**config.mk**
```make
export PLATFORM = sky130hd
export DESIGN_NAME = rfs_supervisor
export DESIGN_NICKNAME = d
export VERILOG_FILES = /design/src/logic/rfs_supervisor.v /design/src/logic/rfs_therm_mon.v
export VERILOG_INCLUDE_DIRS = /design/src /design/src/logic
export SDC_FILE = /design/constraint.sdc
export NUM_CORES = 1
export LEC_CHECK = 0
export BUFFER_PORTS_ARGS = -buffer_cell sky130_fd_sc_hd__buf_2
export CAP_MARGIN = 20
export CORE_MARGIN = 2
export CORE_UTILIZATION = 60
export DETAILED_ROUTE_END_ITERATION = 8
export PLACE_DENSITY_LB_ADDON = 0.1
export SYNTH_ARGS = -nofsm -noshare
export SYNTH_HDL_FRONTEND = slang
export SYNTH_HIERARCHICAL = 1
export SYNTH_SLANG_ARGS = --single-unit
```
**constraint.sdc**
```tcl
create_clock -name clk_sys -period 2.4 [get_ports clk_sys]
set_input_delay 0.48 -clock clk_sys [delete_from_list [all_inputs] [get_ports clk_sys]]
set_output_delay 0.48 -clock clk_sys [all_outputs]
set_load 0.05 [all_outputs]
```
**src/logic/rfs_regs.vh**
```
`ifndef RFS_REGS_VH
`define RFS_REGS_VH

// ----------------------------------------
// Timebase
// ----------------------------------------
`define RFS_CLK_HZ          10000000
// Alert must follow the current comparator within this time (ns)
`define RFS_ALERT_MAX_NS    2000
// Overcurrent fault timer window (ns): 7.5 us to 11 us
`define RFS_OC_MIN_NS       7500
`define RFS_OC_MAX_NS       11000
// Cross-output shutdown limit (ns)
`define RFS_XSHUT_MAX_NS    10000
// Imbalance persistence (us) and thermal minimum (us)
`define RFS_IMB_US          1000
`define RFS_THERM_MIN_US    100

// Cycle counts: the overcurrent minimum rounds up; the other times are whole cycles
`define RFS_OC_CYC      ((`RFS_OC_MIN_NS * (`RFS_CLK_HZ / 1000000) + 999) / 1000)
`define RFS_IMB_CYC     (`RFS_IMB_US * (`RFS_CLK_HZ / 1000000))
`define RFS_THERM_CYC   (`RFS_THERM_MIN_US * (`RFS_CLK_HZ / 1000000))

// ----------------------------------------
// Fault flag field positions
// ----------------------------------------
`define RFS_F_OC        0
`define RFS_F_WOC       1
`define RFS_F_IMB       2
`define RFS_F_UV        3
`define RFS_F_OV        4
`define RFS_F_TH        5
`define RFS_F_XSHUT     6
`define RFS_F_W         7

// ----------------------------------------
// Widths
// ----------------------------------------
`define RFS_OC_CW       7
`define RFS_LONG_CW     14

`endif

```
**src/logic/rfs_supervisor.v**
```verilog
`timescale 1ns/10ps
`include "rfs_regs.vh"

// Summary of operation
// - Current monitor at or above threshold pulls thermal alert low within 2 us.
// - Persisting overcurrent runs fault timer; flags overcurrent fault after 7.5-11 us.
// - Overcurrent fault tri-states phases, shuts down, drops power-good.
// - Overcurrent fault in one output shuts other output within 10 us.
// - Overcurrent clearing before expiry clears timer and releases alert.
// - Severe overcurrent shuts down at once and shuts the other output.
// - Phase sense mismatch above 9 mV for 1 ms latches imbalance fault.
// - Output 325 mV under target flags undervoltage, drops power-good, tri-states.
// - Output 325 mV over target flags overvoltage, drops power-good, clamps low side.
// - Low side stays on until output is below target, then tri-states.
// - Clamp repeats whenever output rises above overvoltage threshold again.
// - Temperature pin at warning level pulls alert low, starts fault counter.
// - Thermal counter counts up at warning, down above it.
// - Warning comparison has 20 mV hysteresis via reset level after trip.
// - Temperature pin at shutdown level flags thermal fault and shuts down.
// - Thermal fault on either monitor shuts down both outputs.
// - Alert released only after both temperature pins exceed reset level.
// - Power-good stays latched low after faults until fault reset.
// - Enable low or supply reset clears faults; restart with soft-start.
module rfs_supervisor
(
    // Clock and reset
    input  wire       clk_sys,
    input  wire       rst_n,
    // Fault reset sources
    input  wire       enable,
    input  wire       supply_ok,
    // Main output comparators
    input  wire       main_load_current_monitor_trip,
    input  wire       main_severe_overcurrent_trip,
    input  wire       main_phase_imbalance_trip,
    input  wire       main_under_trip,
    input  wire       main_over_trip,
    input  wire       main_below_target,
    input  wire       main_regulated,
    // Secondary output comparators
    input  wire       sec_load_current_monitor_trip,
    input  wire       sec_severe_overcurrent_trip,
    input  wire       sec_phase_imbalance_trip,
    input  wire       sec_under_trip,
    input  wire       sec_over_trip,
    input  wire       sec_below_target,
    input  wire       sec_regulated,
    // Main temperature pin comparators
    input  wire       main_temp_at_warn,
    input  wire       main_temp_above_reset,
    input  wire       main_temp_at_shut,
    // Secondary temperature pin comparators
    input  wire       secondary_temp_sense_pin_at_warn,
    input  wire       secondary_temp_sense_pin_above_reset,
    input  wire       secondary_temp_sense_pin_at_shut,
    // Host signals
    output wire       thermal_alert_n,
    output reg        main_power_good_r,
    output reg        sec_power_good_r,
    // Power stage control
    output reg        main_run_r,
    output reg        main_tristate_r,
    output reg        main_low_side_on_r,
    output reg        sec_run_r,
    output reg        sec_tristate_r,
    output reg        sec_low_side_on_r,
    output reg        soft_start_r,
    // Fault flags
    output reg  [6:0] main_fault_r,
    output reg  [6:0] sec_fault_r
);

    localparam integer            OC_LIM_I  = `RFS_OC_CYC;
    localparam integer            IMB_LIM_I = `RFS_IMB_CYC;
    // Counts are plain integers; keep only the counter width
    localparam [`RFS_OC_CW-1:0]   OC_LIM    = OC_LIM_I[`RFS_OC_CW-1:0];
    localparam [`RFS_LONG_CW-1:0] IMB_LIM   = IMB_LIM_I[`RFS_LONG_CW-1:0];

    // Clamp states
    localparam [1:0] CL_IDLE = 2'b00;
    localparam [1:0] CL_ON   = 2'b01;
    localparam [1:0] CL_OFF  = 2'b10;

    wire clr;
    wire th_main_warn;
    wire th_main_fault;
    wire th_sec_warn;
    wire th_sec_fault;
    wire th_any;
    wire main_clamp;
    wire sec_clamp;

    reg  [`RFS_OC_CW-1:0]   main_oc_cnt_r;
    reg  [`RFS_OC_CW-1:0]   sec_oc_cnt_r;
    reg  [`RFS_LONG_CW-1:0] main_imb_cnt_r;
    reg  [`RFS_LONG_CW-1:0] sec_imb_cnt_r;
    reg  [1:0]              main_cl_r;
    reg  [1:0]              sec_cl_r;
    reg  [1:0]              main_cl_nxt;
    reg  [1:0]              sec_cl_nxt;
    reg                     en_d_r;
    reg                     oc_alert_r;
    reg                     th_alert_r;

    assign clr = !enable || !supply_ok;

    // ----------------------------------------
    // Shared helpers
    // ----------------------------------------
    function [`RFS_OC_CW-1:0] oc_step;
        input [`RFS_OC_CW-1:0] c;
        input                  trip;
        begin
            if (!trip)
                oc_step = {`RFS_OC_CW{1'b0}};
            else if (c != OC_LIM)
                oc_step = c + 1'b1;
            else
                oc_step = c;
        end
    endfunction

    function [`RFS_LONG_CW-1:0] imb_step;
        input [`RFS_LONG_CW-1:0] c;
        input                    trip;
        begin
            if (!trip)
                imb_step = {`RFS_LONG_CW{1'b0}};
            else if (c != IMB_LIM)
                imb_step = c + 1'b1;
            else
                imb_step = c;
        end
    endfunction

    // Clamp sequence: on while above target, off once below, rearm on new trip
    function [1:0] cl_step;
        input [1:0] s;
        input       over;
        input       below;
        begin
            case (s)
                CL_IDLE: cl_step = over ? CL_ON : CL_IDLE;
                CL_ON:   cl_step = below ? CL_OFF : CL_ON;
                CL_OFF:  cl_step = over ? CL_ON : CL_OFF;
                default: cl_step = CL_IDLE;
            endcase
        end
    endfunction

    // ----------------------------------------
    // Thermal monitors
    // ----------------------------------------
    rfs_therm_mon u_th_main
    (
        .clk_sys     (clk_sys),
        .rst_n       (rst_n),
        .clr         (clr),
        .at_warn     (main_temp_at_warn),
        .above_reset (main_temp_above_reset),
        .at_shut     (main_temp_at_shut),
        .warn_r      (th_main_warn),
        .fault_r     (th_main_fault)
    );

    rfs_therm_mon u_th_sec
    (
        .clk_sys     (clk_sys),
        .rst_n       (rst_n),
        .clr         (clr),
        .at_warn     (secondary_temp_sense_pin_at_warn),
        .above_reset (secondary_temp_sense_pin_above_reset),
        .at_shut     (secondary_temp_sense_pin_at_shut),
        .warn_r      (th_sec_warn),
        .fault_r     (th_sec_fault)
    );

    assign th_any = th_main_fault || th_sec_fault;

    assign thermal_alert_n = !(oc_alert_r || th_main_warn || th_sec_warn || th_alert_r);

    // ----------------------------------------
    // Clamp next state
    // ----------------------------------------
    // repeat clamp sequence
    always @*
    begin
        main_cl_nxt = cl_step(main_cl_r, main_over_trip, main_below_target);
        sec_cl_nxt  = cl_step(sec_cl_r, sec_over_trip, sec_below_target);
    end

    // clamp only after an overvoltage, released below target
    assign main_clamp = !clr && (main_cl_nxt == CL_ON)
                        && (main_fault_r[`RFS_F_OV] || main_over_trip);
    assign sec_clamp  = !clr && (sec_cl_nxt == CL_ON)
                        && (sec_fault_r[`RFS_F_OV] || sec_over_trip);

    // ----------------------------------------
    // Fault latches and counters
    // ----------------------------------------
    always @(posedge clk_sys)
    begin
        if (!rst_n || clr)
        begin
            main_oc_cnt_r  <= {`RFS_OC_CW{1'b0}};
            sec_oc_cnt_r   <= {`RFS_OC_CW{1'b0}};
            main_imb_cnt_r <= {`RFS_LONG_CW{1'b0}};
            sec_imb_cnt_r  <= {`RFS_LONG_CW{1'b0}};
            main_cl_r      <= CL_IDLE;
            sec_cl_r       <= CL_IDLE;
            main_fault_r   <= 7'h00;
            sec_fault_r    <= 7'h00;
            oc_alert_r     <= 1'b0;
            th_alert_r     <= 1'b0;
        end
        else
        begin
            main_oc_cnt_r <= oc_step(main_oc_cnt_r, main_load_current_monitor_trip);
            sec_oc_cnt_r  <= oc_step(sec_oc_cnt_r, sec_load_current_monitor_trip);
            oc_alert_r    <= main_load_current_monitor_trip || sec_load_current_monitor_trip;
            // hold alert until both pins cool
            if (main_temp_above_reset && secondary_temp_sense_pin_above_reset)
                th_alert_r <= 1'b0;
            else if (th_main_warn || th_sec_warn)
                th_alert_r <= 1'b1;
            if (main_oc_cnt_r == OC_LIM)
                main_fault_r[`RFS_F_OC] <= 1'b1;
            if (sec_oc_cnt_r == OC_LIM)
                sec_fault_r[`RFS_F_OC] <= 1'b1;
            if (main_severe_overcurrent_trip)
                main_fault_r[`RFS_F_WOC] <= 1'b1;
            if (sec_severe_overcurrent_trip)
                sec_fault_r[`RFS_F_WOC] <= 1'b1;
            main_imb_cnt_r <= imb_step(main_imb_cnt_r, main_phase_imbalance_trip);
            sec_imb_cnt_r  <= imb_step(sec_imb_cnt_r, sec_phase_imbalance_trip);
            if (main_imb_cnt_r == IMB_LIM)
                main_fault_r[`RFS_F_IMB] <= 1'b1;
            if (sec_imb_cnt_r == IMB_LIM)
                sec_fault_r[`RFS_F_IMB] <= 1'b1;
            if (main_under_trip)
                main_fault_r[`RFS_F_UV] <= 1'b1;
            if (sec_under_trip)
                sec_fault_r[`RFS_F_UV] <= 1'b1;
            if (main_over_trip)
                main_fault_r[`RFS_F_OV] <= 1'b1;
            if (sec_over_trip)
                sec_fault_r[`RFS_F_OV] <= 1'b1;
            // Clamp runs only once an overvoltage has tripped or latched
            if (main_fault_r[`RFS_F_OV] || main_over_trip)
                main_cl_r <= main_cl_nxt;
            if (sec_fault_r[`RFS_F_OV] || sec_over_trip)
                sec_cl_r <= sec_cl_nxt;
            if (th_any)
            begin
                main_fault_r[`RFS_F_TH] <= 1'b1;
                sec_fault_r[`RFS_F_TH]  <= 1'b1;
            end
            if (main_fault_r[`RFS_F_OC] || main_fault_r[`RFS_F_WOC])
                sec_fault_r[`RFS_F_XSHUT] <= 1'b1;
            if (sec_fault_r[`RFS_F_OC] || sec_fault_r[`RFS_F_WOC])
                main_fault_r[`RFS_F_XSHUT] <= 1'b1;
        end
    end

    // ----------------------------------------
    // Power stage and power-good
    // ----------------------------------------
    always @(posedge clk_sys)
    begin
        if (!rst_n)
        begin
            en_d_r             <= 1'b0;
            soft_start_r       <= 1'b0;
            main_run_r         <= 1'b0;
            sec_run_r          <= 1'b0;
            main_tristate_r    <= 1'b1;
            sec_tristate_r     <= 1'b1;
            main_low_side_on_r <= 1'b0;
            sec_low_side_on_r  <= 1'b0;
            main_power_good_r  <= 1'b0;
            sec_power_good_r   <= 1'b0;
        end
        else
        begin
            en_d_r       <= !clr;
            soft_start_r <= !clr && !en_d_r;
            main_run_r <= !clr && (main_fault_r == 7'h00) && !th_any;
            sec_run_r  <= !clr && (sec_fault_r == 7'h00) && !th_any;
            // A running clamp drives the low side, so the stage is not tri-stated
            main_tristate_r <= (clr || (main_fault_r != 7'h00) || th_any) && !main_clamp;
            sec_tristate_r  <= (clr || (sec_fault_r != 7'h00) || th_any) && !sec_clamp;
            main_low_side_on_r <= main_clamp;
            sec_low_side_on_r  <= sec_clamp;
            main_power_good_r <= !clr && main_regulated && (main_fault_r == 7'h00) && !th_any;
            sec_power_good_r  <= !clr && sec_regulated && (sec_fault_r == 7'h00) && !th_any;
        end
    end

endmodule // rfs_supervisor

```
**src/logic/rfs_therm_mon.v**
```verilog
`timescale 1ns/10ps
`include "rfs_regs.vh"

module rfs_therm_mon
(
    // Clock and reset
    input  wire clk_sys,
    input  wire rst_n,
    // Fault reset (enable low or supply reset)
    input  wire clr,
    // Comparators from the sense pin
    input  wire at_warn,
    input  wire above_reset,
    input  wire at_shut,
    // Status
    output reg  warn_r,
    output reg  fault_r
);

    localparam integer            LIMIT_I = `RFS_THERM_CYC;
    localparam [`RFS_LONG_CW-1:0] LIMIT   = LIMIT_I[`RFS_LONG_CW-1:0];

    reg [`RFS_LONG_CW-1:0] cnt_r;
    reg [`RFS_LONG_CW-1:0] cnt_nxt;

    // ----------------------------------------
    // Up/down counter
    // ----------------------------------------
    // up down counting
    always @*
    begin
        cnt_nxt = cnt_r;
        if (at_warn)
        begin
            if (cnt_r != LIMIT)
                cnt_nxt = cnt_r + 1'b1;
        end
        else if (cnt_r != {`RFS_LONG_CW{1'b0}})
            cnt_nxt = cnt_r - 1'b1;
    end

    always @(posedge clk_sys)
    begin
        if (!rst_n || clr)
        begin
            cnt_r   <= {`RFS_LONG_CW{1'b0}};
            warn_r  <= 1'b0;
            fault_r <= 1'b0;
        end
        else
        begin
            cnt_r <= cnt_nxt;
            if (at_warn)
                warn_r <= 1'b1;
            else if (above_reset)
                warn_r <= 1'b0;
            if (at_shut || cnt_r == LIMIT)
                fault_r <= 1'b1;
        end
    end

endmodule // rfs_therm_mon

```
* Word level (Yosys, flattened, before mapping)
Index checks and enable logic that the tools add are counted.
** Storage, ports and cells
- Register bits after elaboration :: 103
- Output and inout port bits :: 24
** Operators by class
- Add/sub/neg operators :: 8
- Equal/unequal tests :: 20
- Multiplexer cells :: 18
- Bitwise operators :: 4
- Reduce and logical (&&, ||, !) cells :: 64
** Operators by type and width (count)
- two-way mux 14 bit :: 6
- adder 14 x 1 -> 14 bit (second input constant) :: 4
- == test 14 x 10 -> 1 bit (second input constant) :: 2
- == test 14 bit (second input constant) :: 2
- != test 14 x 10 -> 1 bit (second input constant) :: 2
- != test 14 bit (second input constant) :: 2
- nonzero test 14 bit :: 2
- subtractor 14 x 1 -> 14 bit (second input constant) :: 2
- logical AND 1 bit :: 18
- logical OR 1 bit :: 18
- adder 7 x 1 -> 7 bit (second input constant) :: 2
- == test 7 bit (second input constant) :: 2
- logical NOT 7 bit :: 2
- != test 7 bit (second input constant) :: 2
- nonzero test 7 bit :: 2
- one-hot mux 2 bit (3 select lines) :: 2
- OR reduction 2 bit :: 5
- logical NOT 1 bit :: 9
- == test 2 x 1 -> 1 bit (second input constant) :: 4
- two-way mux 2 bit :: 4
- nonzero test 2 bit :: 4
- two-way mux 1 bit :: 6
- == test 2 bit (second input constant) :: 2
- logical NOT 2 bit :: 2
- 3 further kinds :: 8

* Longest topological paths before layout
Gate-level depths: netlist (run 1).
- Depth after elaboration :: 7
- Mapped depth :: 9
- Depth with buffers taken out :: 8

* Cells and area by module
The synthesis (run 1) kept the hierarchy.
** Modules (own cells, without submodules)
- rfs_supervisor :: times used 1, cells an instance 329, area an instance 2952.8 um^2, seq. area each 1421.4 um^2
- rfs_therm_mon (u_th_main) :: times used 1, cells an instance 142, area an instance 1193.6 um^2, seq. area each 320.3 um^2
- rfs_therm_mon (u_th_sec) :: times used 1, cells an instance 133, area an instance 1144.8 um^2, seq. area each 320.3 um^2

* Worst setup path after synthesis (run 1)
OpenSTA, ideal clock, no wires.
- Path type :: register to output
- Start point :: register th_alert_r
- End point :: output thermal_alert_n
- Arrival :: 1.841 ns
- Slack :: 0.079 ns
- Stages on the path, launching flop included :: 2
- Buffers on the path :: 0
- Path through :: dfxtp_1 -> nor4_1
** On the way
- Word-level cells in the longest chain between the ends :: 2
** Ends and longest elaborated chain
- start: declaration :: RTL line rfs_supervisor.v:103 : reg th_alert_r;
- start signal: assignment :: RTL line rfs_supervisor.v:214 : th_alert_r <= 1'b0;
- start signal: assignment :: RTL line rfs_supervisor.v:223 : th_alert_r <= 1'b0;
- start signal: assignment :: RTL line rfs_supervisor.v:225 : th_alert_r <= 1'b1;
- logical OR 1 bit :: RTL line rfs_supervisor.v:180 : assign thermal_alert_n = !(oc_alert_r || th_main_warn || th_sec_warn || th_alert_r);
- logical NOT 1 bit :: RTL line rfs_supervisor.v:180
- end: declaration :: RTL line rfs_supervisor.v:57 : output wire thermal_alert_n,
Every way passes these cells.

* Worst setup path after layout (run 1)
- Start point :: input secondary_temp_sense_pin_at_warn
- End point :: register u_th_sec.cnt_r[13]
** On the way
- Word-level cells in the longest chain between the ends :: 2
- Elaborated cells between the ends (all ways) :: 4
** Ends and longest elaborated chain
- start: declaration :: RTL line rfs_supervisor.v:53 : input wire secondary_temp_sense_pin_at_warn,
- != test 2 x 1 -> 1 bit (no line) or nonzero test 2 bit (tied branches)
- AND reduction 2 bit (no line)
- end signal: assignment :: RTL line rfs_therm_mon.v:46 : cnt_r <= {`RFS_LONG_CW{1'b0}};
- end signal: assignment :: RTL line rfs_therm_mon.v:52 : cnt_r <= cnt_nxt;
- end: declaration :: RTL line rfs_therm_mon.v:23 : reg [`RFS_LONG_CW-1:0] cnt_r;
Parallel ways exist; a longest one is shown, timed or not.
A chain may end at the register's enable or synchronous reset.

==> flow_metrics.py, run 1 <==
metrics = {
    "status": {
        "status": "completed",
    },
    "detailed_routing": {
        "viasPerCell": 5.969,
        "drt_pre_antenna_iters": 4,
        "ant_nets": 0,
        "drc": 0,
        "vias": 4692,
        "drtIter0Drc": 132,
        "routed_wl_um": 11450,
        "wl_per_cell_um": 14.57,
    },
    "clock_tree": {
        "numClockSinks": 103,
        "htree_num_levels": 3,
        "post_cts_buffers": 0,
        "numCtsBuffers": 9,
        "clockBufferDepth": 2,
        "cts_hold_buffers": 0,
        "cts_root_buffer": "clkbuf_8",
        "clock_latency_ns": 0.37,
        "path_clk_slew_ns": 0.10,
        "cts_tree": "yes",
        "cts_resized": 0,
    },
    "sta": {
        "slew_headroom_pct": 64.18,
        "setup_violations": 0,
        "rsz0062_at_grt": "no",
        "whs_ns": 0.2957,
        "setup_slack_ns": 0.3772,
        "skew_ns": 0.01229,
        "hold_viol_final": 0,
        "min_period_ns": 2.023,
        "fin_setup_tns_ns": 0,
        "fmax_ghz": 0.4944,
        "tightestPinTransition_ns": 0.5333,
        "drv_slew": 0,
        "period_share_pct": 84.28,
    },
    "yosys": {
        "ys_types": 59,
        "synth_nets": 660,
        "synthMostInstantiatedCell": "dfxtp_1",
        "ys_ff_latch": 103,
        "async_flop_share_pct": 0,
        "synth_common_cells": "103 x dfxtp_1, 58 x nor2_1, 47 x nand2_1",
        "synth_area_um2": 5291,
        "syn_inst": 604,
        "yosys_warnings": 6,
        "synth_edf_count": 0,
        "yosys.area.top_type": "dfxtp_1",
        "synthTopCellsByArea": "dfxtp_1 39%, ha_1 7.1%, nor2_1 4.1%, a21oi_1 4.0%, nand2_1 3.3%",
        "avgSynthCellArea_um2": 8.760,
        "seq_area_frac_synth_pct": 38.97,
        "synthFlopType": "dfxtp_1",
        "yosys.area.top_type_share_pct": 38.97,
    },
    "placement": {
        "hpwlAfterDp_um": 8724,
        "pre_cts_slack_ns": 0.01828,
        "place.gp.congestion": 0.8975,
        "portBuffers": 47,
        "dpl.cell_count": 770,
        "place_area_um2": 5764,
    },
    "power": {
        "p_leak_nw": 2.265,
        "powerDensity_nw_per_um2": 557.3,
        "p_sw_uw": 963.0,
        "internal_power_mw": 2.356,
        "p_clk_share_pct": 31.4,
        "seqPwrFrac_pct": 53.6,
        "p_total_mw": 3.319,
        "comb_power_share_pct": 15.0,
        "sw_frac_of_total_pct": 29.01,
        "ir_drop_uv": 301.3,
    },
    "setup_path": {
        "cp_slowest_cell": "a221oi_1",
        "start_kind": "primary input",
        "worst-path-buf-inv": 3,
        "path_max_fanout": 9,
        "crit_family": "compound AO/OA/AOI/OAI gates",
        "path_cells": "buf_2 -> inv_1 -> buf_4 -> ha_1 -> a21oi_1 -> nand4b_1 -> nand3_1 -> a221oi_1 -> xnor2_1 -> nor2_1",
        "end_kind": "flop",
        "crit_arrival_ns": 2.29,
        "rrSetupSlack_ns": 0.46,
        "path_class": "in2reg",
        "slowest_delay_ns": 0.37,
        "worstPathRequired_ns": 2.66,
    },
    "layout": {
        "final_core_util_pct": 68.97,
        "antenna_cells": 0,
        "multi_input_area_um2": 3073,
        "seq_area_um2": 2062,
        "fillers": 744,
        "instances_no_fill": 786,
        "stdcell_area_um2": 5956,
        "drive_gt1_share_pct": 14.75,
        "syn2layout_area_growth_pct": 12.56,
        "layout.nets": 729,
    },
    "global_routing": {
        "antenna_found_initial": 0,
        "gr-usage-all-layers_pct": 24.37,
        "grt_pass1_wl_um": 19640,
        "grt_pass1_vias": 4456,
        "grt_start_max_net_pins": 20,
        "grt_overflow": 0,
    },
    "floorplanning": {
        "num_rows": 34,
        "die_w_um": 97.91,
        "dieArea_um2": 9586,
        "pin_count": 48,
        "coreArea_um2": 8636,
        "die_height_um": 97.91,
        "start_util_pct": 61.27,
    },
    "flow_run": {
        "drv_cap": 0,
    },
    "min_path": {
        "hold_class": "in2reg",
    },
}
power groups by stage:
stage          Sequential, mW  Clock (mW)  Combinational (mW)
4_1_cts                  1.78        1.07               0.496
2_1_floorplan            1.84           0               0.325
3_5_place_dp             1.82           0               0.493
5_1_grt                  1.78        1.13               0.552
6_report                 1.78        1.04               0.498
3_3_place_gp             1.82           0               0.478
layer usage:
layer  GRT usage (%)  part of all wire [%]
met1           31.28                    46
met2           41.36                    49
met3           4.724                   4.1
met4           8.013                   1.3
met5               0                     0
final cells by class:
type	instances	share of cell area, %
multi-input combinational	465	51.60
clock inverter	7	1.134
timing repair buffer	69	6.723
sequential	103	34.62
inverter	25	1.576
tap	108	2.269
clock buffer	9	2.080
worst register-to-register path: stages (launching register included):
cell and delay [ns]:
dfxtp_1 0.33, ha_1 0.35, a21oi_1 0.19, nand2_1 0.11, or2_2 0.30, a221oi_1 0.34, xnor2_1 0.16, nor2_1 0.05
cells by family after synthesis:
group           count (synthesis)  share of synthesized area (%)
xor+xnor                       27                          4.469
compound gates                129                          15.65
fa+ha+maj                      32                          7.851
simple gates                  267                          28.21
buf+inv                        36                          2.956
mux                            10                          1.892
flops                         103                          38.97
path summary, 6_finish.rpt:
kind,from,to,cells past startpoint
min reg2reg,en_d_r,soft_start_r,1
max,secondary_temp_sense_pin_at_warn,u_th_sec/cnt_r[13],10
min,secondary_temp_sense_pin_above_reset,th_alert_r,2
max reg2reg,u_th_sec/cnt_r[4],u_th_sec/cnt_r[13],7
cell usage in the layout (no fill, tap or decap), types with 10 or more instances in the layout:
cell type | netlist | final
nor2_1 | 58 | 58
nand2b_1 | 15 | 15
dfxtp_1 | 103 | 103
ha_1 | 30 | 30
or4_1 | 13 | 13
nand3_1 | 30 | 30
xnor2_1 | 13 | 13
buf_4 | 1 | 22
mux2i_1 | 10 | 10
o21ai_0 | 27 | 27
or3_1 | 15 | 15
xor2_1 | 14 | 14
buf_2 | 2 | 47
nand2_1 | 47 | 47
nor3_1 | 18 | 18
a21oi_1 | 42 | 42
o21a_1 | 13 | 13
inv_1 | 25 | 25
nand4_1 | 14 | 14
registers in the layout, summed over array words and instances (netlist names), 2 cells and up:
signal           cells
main_fault_r         6
u_th_main/cnt_r     14
main_imb_cnt_r      14
main_cl_r            2
main_oc_cnt_r        7
u_th_sec/cnt_r      14
sec_fault_r          7
sec_imb_cnt_r       14
cl_step.s            2
sec_oc_cnt_r         7
No activity file was read; power rests on OpenSTA's default activity.
==> run 2, diff against run 1 <==
- clock period: 2.4 -> 2 ns (I/O delays scaled with it)
==> run 2 against run 1 <==
Sequential power increased by 20%; highest routed layer unchanged; core utilization up 6.0 points; first-iteration DRC count fell by 21%; clock power up 25%; critical endpoint is now u_th_sec/cnt_r[12]; routed wire length rose by 9.9%; combinational power up 47%; non-clock buffer count up 47; register-to-register slack worse by 0.37 ns; critical path depth unchanged.
==> flow_metrics.py, run 2 (synthesized netlist as in run 1, its figures left out) <==
metrics = {
    "status": {
        "status": "completed",
    },
    "floorplanning": {
        "dieArea_um2": 9586,
        "pin_count": 48,
        "die_w_um": 97.91,
        "die_height_um": 97.91,
        "num_rows": 34,
        "coreArea_um2": 8636,
        "start_util_pct": 61.27,
    },
    "detailed_routing": {
        "vias": 4889,
        "drc": 0,
        "ant_nets": 0,
        "drt_pre_antenna_iters": 4,
        "viasPerCell": 5.862,
        "wl_per_cell_um": 15.08,
        "top_layer": "met4",
        "routed_wl_um": 12580,
        "met3WireLength_um": 488,
        "wl_met1_um": 5772,
        "drtIter0Drc": 104,
        "route.met2.wl_um": 6193,
    },
    "sta": {
        "min_period_ns": 1.942,
        "setup_violations": 0,
        "hold_viol_final": 0,
        "drv_slew": 0,
        "skew_ns": 0.01735,
        "period_share_pct": 97.10,
        "slew_headroom_pct": 65.29,
        "fmax_ghz": 0.5150,
        "rsz0062_at_grt": "yes",
        "whs_ns": 0.2252,
        "setup_slack_ns": 0.05807,
        "tightestPinTransition_ns": 0.5166,
        "fin_setup_tns_ns": 0,
    },
    "setup_path": {
        "reg2reg_depth": 8,
        "worstPathRequired_ns": 2.27,
        "path_max_fanout": 5,
        "reg2reg_to": "u_th_sec/cnt_r[12]",
        "rrSetupSlack_ns": 0.09,
        "path_cells": "clkbuf_4 -> clkinvlp_4 -> buf_4 -> ha_1 -> buf_4 -> or2_2 -> o311a_1 -> nor3_2 -> xor2_1 -> nor2_1",
        "start_kind": "primary input",
        "crit_family": "buffers and inverters",
        "rr_startpoint": "u_th_sec/cnt_r[0]",
        "path_class": "in2reg",
        "cp.depth": 10,
        "worst-path-buf-inv": 4,
        "end_kind": "flop",
        "slowest_delay_ns": 0.31,
        "cp_slowest_cell": "ha_1",
        "crit_arrival_ns": 2.22,
        "cp_common_cell": "buf_4",
    },
    "layout": {
        "drive_gt1_share_pct": 23.00,
        "antenna_cells": 0,
        "multi_input_area_um2": 3184,
        "layout.nets": 777,
        "final_common_cell": "dfxtp_1",
        "syn2layout_area_growth_pct": 22.37,
        "final_core_util_pct": 74.98,
        "fillers": 665,
        "final_cell_mix": "103 x dfxtp_1, 66 x buf_4, 57 x nor2_1, 47 x nand2_1, 46 x buf_2",
        "seq_area_um2": 2062,
    },
    "global_routing": {
        "grt_pass1_wl_um": 21470,
        "grt_overflow": 0,
        "antenna_found_initial": 0,
        "gr-usage-all-layers_pct": 26.74,
        "grt_pass1_vias": 4763,
        "grt_start_max_net_pins": 20,
    },
    "power": {
        "p_leak_nw": 2.528,
        "ir_drop_uv": 405.3,
        "p_total_mw": 4.173,
        "powerDensity_nw_per_um2": 644.5,
    },
    "placement": {
        "hpwlAfterDp_um": 9309,
        "portBuffers": 47,
        "pre_cts_slack_ns": -0.3194,
        "place.gp.congestion": 0.8535,
    },
    "clock_tree": {
        "cts_root_buffer": "clkbuf_8",
        "numCtsBuffers": 9,
        "cts_tree": "yes",
        "clockBufferDepth": 2,
        "path_clk_slew_ns": 0.11,
        "htree_num_levels": 3,
        "clock_latency_ns": 0.37,
        "cts_hold_buffers": 0,
        "numClockSinks": 103,
    },
    "min_path": {
        "hold_path.startpoint": "sec_regulated",
        "min_to": "sec_power_good_r",
        "hold_class": "in2reg",
        "whs_path_depth": 2,
    },
    "flow_run": {
        "drv_cap": 0,
    },
}
[run 2: cell count changes in the layout (fill, tap and decap cells not counted), sizes merged]
cell / previous run / this run
clkinv: 2 / 3
inv: 28 / 26
clkbuf: 9 / 11
buf: 69 / 115
clkinvlp: 2 / 3
[run 2: what timing repair did]
| action | CTS | global route |
|---|---|---|
| gates resized for setup | 0 | 15 |
| setup buffers | 0 | 1 |
| setup endpoints to repair | 0 | 10 |
[run 2: worst max path at each step]
stage	startpoint	end	slack, ns
floorplan	secondary_temp_sense_pin_at_warn	u_th_sec/cnt_r[13]	-0.11
global placement	secondary_temp_sense_pin_at_warn	u_th_sec/cnt_r[10]	-0.27
detailed placement	secondary_temp_sense_pin_at_warn	u_th_sec/cnt_r[13]	-0.32
CTS	secondary_temp_sense_pin_at_warn	u_th_sec/cnt_r[13]	0.07
global route	secondary_temp_sense_pin_at_warn	u_th_sec/cnt_r[11]	-0.03
finish	secondary_temp_sense_pin_at_warn	u_th_sec/cnt_r[12]	0.06
[run 2: metal layers]
metal / vias to the layer above / global-route usage (%)
met4: 0 / 6.303
met1: 2347 / 33.57
met3: 13 / 5.297
met2: 83 / 47.37
li1: 2446 / -
met5: - / 0
[run 2: final cells by class]
cell class	instances	area share, %
Clock inverter	6	0.9662
Inverter	25	1.565
Sequential cell	103	31.85
Clock buffer	10	2.126
Tap cell	108	2.087
Timing Repair Buffer	116	12.12
Timing Repair inverter	1	0.1159
Multi-Input combinational cell	465	49.18
[run 2: per-stage QoR]
| stage | area (um^2) | cells |
|---|---|---|
| after floorplan | 5336 | 604 |
| after global placement | 6178 | 816 |
| after detailed placement | 6178 | 816 |
| after CTS | 6379 | 832 |
| after global routing | 6475 | 834 |
| final | 6475 | 834 |
[run 2: where the power goes]
group	total, mW	leakage [nW]	internal (mW)	switching [mW]
clock	1.30	0.102	0.520	0.784
sequential	2.14	0.834	2.10	0.0399
combinational	0.734	1.59	0.342	0.392
total	4.17	2.53	2.96	1.22
